`src/rtl/pg_tree_regs.svh`:
```
// Register offsets, reset values and field positions of the power-good tree masks
//
// Function
// - First mask byte: bit7 ldo_rail_b, bit6 load_switch_a, bits5..0 stepdown_6..1; 0 includes.
// - A mask bit of 1 excludes its source; that source cannot affect the output.
// - Second mask byte: control inputs 5,4,2,1, termination LDO, load_switch_b2, b1, ldo_rail_c.
// - pg_out_a first mask at a4h, reset c2h.
// - pg_out_a second mask at a5h, reset afh.
// - pg_out_d first mask at a6h, reset zero, all included.
// - pg_out_d second mask at a7h, reset zero, all included.
// - Each output has its own readable and writable mask bits.
`ifndef PG_TREE_REGS_SVH
`define PG_TREE_REGS_SVH

// ****************************************************************
// Offsets
// ****************************************************************
`define PG_OFS_A_LOW 8'ha4
`define PG_OFS_A_HIGH 8'ha5
`define PG_OFS_D_LOW 8'ha6
`define PG_OFS_D_HIGH 8'ha7

// ****************************************************************
// Reset values
// ****************************************************************
`define PG_RST_A_LOW 8'hc2
`define PG_RST_A_HIGH 8'haf
`define PG_RST_D_LOW 8'h00
`define PG_RST_D_HIGH 8'h00

// ****************************************************************
// Field positions, low mask byte
// ****************************************************************
`define PG_BIT_LDO_B_EXCLUDE 7
`define PG_BIT_SWITCH_A_EXCLUDE 6
`define PG_BIT_STEPDOWN6_EXCLUDE 5
`define PG_BIT_STEPDOWN1_EXCLUDE 0

// ****************************************************************
// Field positions, high mask byte
// ****************************************************************
`define PG_BIT_CONTROL5_EXCLUDE 7
`define PG_BIT_CONTROL4_EXCLUDE 6
`define PG_BIT_CONTROL2_EXCLUDE 5
`define PG_BIT_CONTROL1_EXCLUDE 4
`define PG_BIT_TERMINATION_EXCLUDE 3
`define PG_BIT_SWITCH_B2_EXCLUDE 2
`define PG_BIT_SWITCH_B1_EXCLUDE 1
`define PG_BIT_LDO_C_EXCLUDE 0

// ****************************************************************
// Widths and constants
// ****************************************************************
`define PG_BYTE_W 8
`define PG_SRC_W 16
`define PG_ALL_EXCLUDED 16'hffff
`define PG_READ_ZERO 8'h00

`endif

```
`src/rtl/pg_tree_pkg.sv`:
```
// Types shared by the power-good tree mask block
`include "pg_tree_regs.svh"
package pg_tree_pkg;

  typedef logic [`PG_BYTE_W-1:0] mask_byte_t;
  typedef logic [`PG_SRC_W-1:0] src_vec_t;

  typedef struct packed {
    src_vec_t sync_first;
    src_vec_t sync_second;
    mask_byte_t a_low;
    mask_byte_t a_high;
    mask_byte_t d_low;
    mask_byte_t d_high;
    logic out_a;
    logic out_d;
    mask_byte_t rdata;
  } pg_state_t;

endpackage : pg_tree_pkg

```
`src/rtl/pg_tree_and.sv`:
```
// AND of one power-good tree with per-source exclusion
`timescale 1ns/1ns
`default_nettype none
module pg_tree_and #(
  parameter int WIDTH = 16
) (
  input wire logic [WIDTH-1:0] src_good, // Synchronised power-good sources
  input wire logic [WIDTH-1:0] exclude,  // 1 removes the source from the tree
  output logic all_good                  // High when every included source is good
);

  if (WIDTH < 1) begin : g_bad_width
    $error("pg_tree_and needs at least one source");
  end

  // An excluded source is forced to good, so a fully masked tree reads good
  assign all_good = &(src_good | exclude);

endmodule : pg_tree_and
`default_nettype wire

```
`src/rtl/power_good_tree_mask.sv`:
```
// Power-good aggregation for pg_out_a and pg_out_d with software masks
`timescale 1ns/1ns
`default_nettype none
`include "pg_tree_regs.svh"
module power_good_tree_mask (
  input wire logic ref_clk,                          // Device clock, 250 MHz
  input wire logic rst_n,                            // Asynchronous reset, active low
  input wire logic pg_stepdown_1,                    // Power good of stepdown_1
  input wire logic pg_stepdown_2,                    // Power good of stepdown_2
  input wire logic pg_stepdown_3,                    // Power good of stepdown_3
  input wire logic pg_stepdown_4,                    // Power good of stepdown_4
  input wire logic pg_stepdown_5,                    // Power good of stepdown_5
  input wire logic pg_stepdown_6,                    // Power good of stepdown_6
  input wire logic pg_load_switch_a,                 // Power good of load_switch_a
  input wire logic pg_ldo_rail_b,                    // Power good of ldo_rail_b
  input wire logic pg_ldo_rail_c,                    // Power good of ldo_rail_c
  input wire logic pg_load_switch_b1,                // Power good of load_switch_b1
  input wire logic pg_load_switch_b2,                // Power good of load_switch_b2
  input wire logic pg_termination_ldo,               // Power good of termination_ldo
  input wire logic control_input_1,                  // Control pin 1 level
  input wire logic control_input_2,                  // Control pin 2 level
  input wire logic control_input_4,                  // Control pin 4 level
  input wire logic control_input_5,                  // Control pin 5 level
  input wire logic [7:0] reg_addr,                   // Register offset from the host interface
  input wire logic reg_wr,                           // Write strobe, one cycle
  input wire pg_tree_pkg::mask_byte_t reg_wdata,     // Write data
  input wire logic reg_rd,                           // Read strobe, one cycle
  output var pg_tree_pkg::mask_byte_t reg_rdata,     // Read data, valid the cycle after reg_rd
  output logic reg_hit,                              // Address is one of the four masks
  output logic pg_out_a,                             // Aggregated power good, output a
  output logic pg_out_d                              // Aggregated power good, output d
);
  import pg_tree_pkg::*;

  // ****************************************************************
  // State
  // ****************************************************************
  pg_state_t state_q;
  pg_state_t state_d;
  src_vec_t raw_src;
  logic good_a;
  logic good_d;
  src_vec_t excl_a;
  src_vec_t excl_d;
  logic hit_a_low;
  logic hit_a_high;
  logic hit_d_low;
  logic hit_d_high;

  // Low byte mirrors the first mask register, high byte the second
  assign raw_src = {control_input_5, control_input_4, control_input_2, control_input_1,
                    pg_termination_ldo, pg_load_switch_b2, pg_load_switch_b1, pg_ldo_rail_c,
                    pg_ldo_rail_b, pg_load_switch_a, pg_stepdown_6, pg_stepdown_5,
                    pg_stepdown_4, pg_stepdown_3, pg_stepdown_2, pg_stepdown_1};

  // Exclusion vectors in source order, taken from next state
  assign excl_a = {state_d.a_high, state_d.a_low};
  assign excl_d = {state_d.d_high, state_d.d_low};

  // ****************************************************************
  // Address decode
  // ****************************************************************
  assign hit_a_low = (reg_addr == `PG_OFS_A_LOW);
  assign hit_a_high = (reg_addr == `PG_OFS_A_HIGH);
  assign hit_d_low = (reg_addr == `PG_OFS_D_LOW);
  assign hit_d_high = (reg_addr == `PG_OFS_D_HIGH);
  assign reg_hit = hit_a_low | hit_a_high | hit_d_low | hit_d_high;

  // ****************************************************************
  // Trees
  // ****************************************************************
  // Sources come from the second sync flop only; reading the first could pass a metastable level
  // Masks come from next state so a write reaches the pin one edge after it, not two
  pg_tree_and #(
    .WIDTH(`PG_SRC_W)
  ) u_tree_a (
    .src_good(state_q.sync_second),
    .exclude(excl_a),
    .all_good(good_a)
  );

  pg_tree_and #(
    .WIDTH(`PG_SRC_W)
  ) u_tree_d (
    .src_good(state_q.sync_second),
    .exclude(excl_d),
    .all_good(good_d)
  );

  // ****************************************************************
  // Next state
  // ****************************************************************
  always_comb begin
    state_d = state_q;
    // Regulator flags and pins are asynchronous to ref_clk
    state_d.sync_first = raw_src;
    state_d.sync_second = state_q.sync_first;
    if (reg_wr) begin
      if (hit_a_low) begin
        state_d.a_low = reg_wdata;
      end
      if (hit_a_high) begin
        state_d.a_high = reg_wdata;
      end
      if (hit_d_low) begin
        state_d.d_low = reg_wdata;
      end
      if (hit_d_high) begin
        state_d.d_high = reg_wdata;
      end
    end
    if (reg_rd) begin
      unique case (1'b1)
        hit_a_low: state_d.rdata = state_q.a_low;
        hit_a_high: state_d.rdata = state_q.a_high;
        hit_d_low: state_d.rdata = state_q.d_low;
        hit_d_high: state_d.rdata = state_q.d_high;
        default: state_d.rdata = `PG_READ_ZERO;
      endcase
    end
    state_d.out_a = good_a;
    state_d.out_d = good_d;
  end

  // ****************************************************************
  // Registers
  // ****************************************************************
  // Outputs reset low: no tree is trusted before the sources are sampled
  always_ff @(posedge ref_clk or negedge rst_n) begin
    if (!rst_n) begin
      state_q.sync_first <= '0;
      state_q.sync_second <= '0;
      state_q.a_low <= `PG_RST_A_LOW;
      state_q.a_high <= `PG_RST_A_HIGH;
      state_q.d_low <= `PG_RST_D_LOW;
      state_q.d_high <= `PG_RST_D_HIGH;
      state_q.out_a <= 1'b0;
      state_q.out_d <= 1'b0;
      state_q.rdata <= `PG_READ_ZERO;
    end else begin
      state_q <= state_d;
    end
  end

  assign pg_out_a = state_q.out_a;
  assign pg_out_d = state_q.out_d;
  assign reg_rdata = state_q.rdata;

  // ****************************************************************
  // Assertions
  // ****************************************************************
  logic seen_edge_q;
  always_ff @(posedge ref_clk or negedge rst_n) begin
    if (!rst_n) begin
      seen_edge_q <= 1'b0;
    end else begin
      seen_edge_q <= 1'b1;
    end
  end

  // One pair per source position: any included low source must pull its output down
  for (genvar b = 0; b < `PG_SRC_W; b++) begin : g_bit_checks

  end
endmodule : power_good_tree_mask
`default_nettype wire

```
`config.mk`:
```
export PLATFORM = sky130hd
export DESIGN_NAME = power_good_tree_mask
export DESIGN_NICKNAME = d
export VERILOG_FILES = /design/src/rtl/pg_tree_pkg.sv /design/src/rtl/pg_tree_and.sv /design/src/rtl/power_good_tree_mask.sv
export VERILOG_INCLUDE_DIRS = /design/src /design/src/rtl
export SDC_FILE = /design/constraint.sdc
export NUM_CORES = 1
export LEC_CHECK = 0
export ABC_CLOCK_PERIOD_IN_PS = 1600
export BUFFER_PORTS_ARGS = -buffer_cell sky130_fd_sc_hd__buf_2
export CAP_MARGIN = 20
export CELL_PAD_IN_SITES_DETAIL_PLACEMENT = 2
export CELL_PAD_IN_SITES_GLOBAL_PLACEMENT = 2
export CORE_MARGIN = 4
export CORE_UTILIZATION = 41
export CTS_BUF_LIST = sky130_fd_sc_hd__clkbuf_4
export DETAILED_ROUTE_END_ITERATION = 7
export PLACE_DENSITY_LB_ADDON = 0.08
export SYNTH_ARGS = -nofsm -noshare
export SYNTH_HDL_FRONTEND = slang
export SYNTH_SLANG_ARGS = --single-unit
export TNS_END_PERCENT = 100
```
`constraint.sdc`:
```
create_clock -name ref_clk -period 1.6 [get_ports ref_clk]
set_input_delay 0.08 -clock ref_clk [delete_from_list [all_inputs] [get_ports ref_clk]]
set_output_delay 0.08 -clock ref_clk [all_outputs]
set_load 0.02 [all_outputs]
```
==> flow_metrics.py <==
metrics = {
    "global_route": {
        "grt_pass1_vias": 2433,
        "grt_max_degree": 75,
        "grt_util_all_layers": 0.2089,
        "grt_pass1_wl_microns": 13450,
        "globalRouteOverflowTotal": 0,
        "antenna_found_initial": 0,
    },
    "synthesis": {
        "ys_types": 35,
        "async_flop_share": 1.000,
        "synth_seq_cells": 74,
        "synth-edff-count": 0,
        "syn-cell-area_sq_um": 3020,
        "synth_nets": 243,
        "syn_inst": 207,
        "ys_seq_area_frac": 0.6168,
        "syn_area_per_cell_sq_um": 14.59,
        "yosys_warnings": 0,
        "synth_ff_type": "dfrtp_1",
    },
    "flow_run": {
        "maxCapViolations": 0,
    },
    "floorplan": {
        "initial_core_util": 0.4187,
        "placement_rows": 31,
        "dieArea_sq_um": 8804,
        "fp.coreArea_sq_um": 7214,
        "ios": 47,
        "die_height_microns": 93.83,
        "die_w_microns": 93.83,
    },
    "timing": {
        "tightestPinTransition_ns": 0.3890,
        "fin_skew_ns": 0.01537,
        "maxSlewHeadroom": 0.7407,
        "min_period_ns": 1.525,
        "setup_viol": 0,
        "drv_slew": 0,
        "grt_setup_unrepaired": "no",
        "layout_setup_ws_ns": 0.07501,
        "fmax_mhz": 655.7,
        "min_period_over_period": 0.9531,
        "finalHoldViolations": 0,
    },
    "pwr": {
        "power_density_nw_per_um2": 990.3,
        "finalPower_mw": 3.811,
        "power_leakage_nw": 1.740,
        "vdd_drop_max_v": 0.0005653,
    },
    "clock_tree": {
        "cts_buffers": 9,
        "htreeDepth": 3,
        "cts_setup_buffers": 0,
        "ctsRootBufferMaster": "clkbuf_4",
        "clkTransAtPathRegs_ns": 0.13,
        "clk_path_buf_depth": 2,
        "cts_tree": "done",
        "clock_latency_ns": 0.43,
        "clock-sinks": 74,
    },
    "detailed_routing": {
        "drt-total-wl_microns": 8166,
        "vias": 2088,
        "ant_nets": 0,
        "dr.first_iter.drc_count": 73,
        "avgRoutedWirePerCell_microns": 20.78,
        "vias_per_cell": 5.313,
        "drt_pass1_iterations": 4,
        "drc": 0,
    },
    "critical_path": {
        "critical_path_class": "flip-flop to flip-flop",
        "arrival_ns": 1.87,
        "crit_path_end_kind": "flip-flop",
        "crit_required_ns": 1.94,
        "cp_max_fo": 3,
        "critPathLaunchType": "flip-flop",
    },
    "cells_and_area": {
        "post-route-util": 0.5335,
        "nets": 326,
        "fillers": 707,
        "n_antenna_cell": 0,
        "area_growth_pct": 27.42,
        "drive_gt1_frac": 0.4490,
    },
    "placed_design": {
        "dp_slack_ns": -0.03212,
        "numPortBuffers": 46,
        "place_congestion": 0.8405,
        "hpwl_microns": 5712,
    },
    "min_path": {
        "hold_path_class": "primary input to flip-flop",
    },
    "run_status": {
        "outcome": "finished clean",
    },
}
logic make-up (layout without fill, tap and decap cells):
kind of cell / Yosys count / in the layout / share of synthesized area
AO/OA/AOI/OAI: 35 / 35 / 0.07415
multiplexers: 41 / 41 / 0.1835
buffers and inverters: 27 / 114 / 0.04639
AND/OR/NAND/NOR: 30 / 30 / 0.07912
flip-flops: 74 / 74 / 0.6168
layer usage:
layer	global-route usage	wire, microns
met1	0.2584	3434
met3	0.03926	228
met5	0	0
met2	0.3631	4381
met4	0.07581	121
cells in the mapped netlist, types with 2 or more instances:
| library cell | instances | area share |
|---|---|---|
| nor3b_1 | 2 | 0.0050 |
| o22a_1 | 2 | 0.0058 |
| o21ai_0 | 3 | 0.0050 |
| clkbuf_1 | 2 | 0.0025 |
| buf_4 | 10 | 0.025 |
| o22ai_1 | 25 | 0.052 |
| nand3_1 | 2 | 0.0033 |
| nor3_1 | 4 | 0.0066 |
| nand2_1 | 2 | 0.0025 |
| inv_1 | 14 | 0.017 |
| mux2_2 | 31 | 0.12 |
| nor2_1 | 5 | 0.0062 |
| dfstp_2 | 9 | 0.078 |
| dfrtp_1 | 65 | 0.54 |
| nor4_1 | 4 | 0.0083 |
| mux4_2 | 8 | 0.060 |
critical path, stage by stage, from the launching register on:
cell and delay, ns:
dfstp_2 0.57, o22a_1 0.15, o221ai_1 0.16, nor3_1 0.25
mux2i_1 0.13, nor3_2 0.21
worst paths after layout:
check                               to  depth (start not counted)  slack (ns)   startpoint
setup / recovery              pg_out_a                          5        0.08  state_q[26]
hold / removal             state_q[11]                          3        0.21  reg_addr[0]
setup reg to reg              pg_out_a                          5        0.08  state_q[26]
hold reg to reg            state_q[56]                          0        0.36  state_d[56]
max in group asynchronous  state_q[29]                          3        1.03        rst_n
min in group asynchronous  state_d[51]                          3        0.22        rst_n
registers in the layout (all words and copies together), names as in the netlist:
register	cells
state_q	48
pg_out_a	1
reg_rdata	8
state_d	16
pg_out_d	1
through the flow:
| stage | instance area (sq um) | instances | hold WS (ns) | setup TNS (ns) |
|---|---|---|---|---|
| after floorplan | 3020 | 207 | -0.2156 | 0 |
| after global placement | 3410 | 352 | 0.1421 | -0.004923 |
| after detailed placement | 3410 | 352 | 0.1424 | -0.03212 |
| after CTS | 3849 | 393 | 0.1926 | 0 |
| after global routing | 3849 | 393 | 0.1964 | 0 |
| final | 3849 | 393 | 0.2102 | 0 |
final cells by class:
type | instances | area (sq um) | area share
clock inverter | 5 | 103.9 | 0.02698
inverter | 14 | 52.55 | 0.01365
multi-input combinational | 106 | 1017 | 0.2643
clock buffer | 10 | 75.07 | 0.01951
tap | 99 | 123.9 | 0.03218
sequential | 74 | 1863 | 0.4841
timing repair buffer | 85 | 613.1 | 0.1593
power by group:
part / total, mW / internal [mW] / switching, mW
sequential: 2.02 / 1.96 / 0.0650
clock: 1.46 / 0.801 / 0.660
combinational: 0.327 / 0.170 / 0.157
total: 3.81 / 2.93 / 0.882
cells in the final DEF (no fill, tap or decap), types with 2 or more instances in the layout:
master / instances
buf_12: 2
o22a_1: 2
dlygate4sd3_1: 26
nand2_1: 2
nor2_1: 5
nor4_1: 4
buf_4: 11
buf_2: 46
clkbuf_4: 10
inv_1: 14
mux4_2: 8
dfrtp_1: 65
nor3_1: 4
mux2_2: 31
dfstp_2: 9
o21ai_0: 3
nor3b_1: 2
bufinv_16: 3
o22ai_1: 25
nand3_1: 2
what timing repair did:
| action | 4_1_cts | 5_1_grt |
|---|---|---|
| hold buffers | 26 | 0 |
| hold endpoints to repair | 128 | 0 |
| endpoints found under the setup margin | 0 | 0 |
| gates resized for setup | 0 | 0 |
Note: power is estimated with default switching activity, not from simulation.
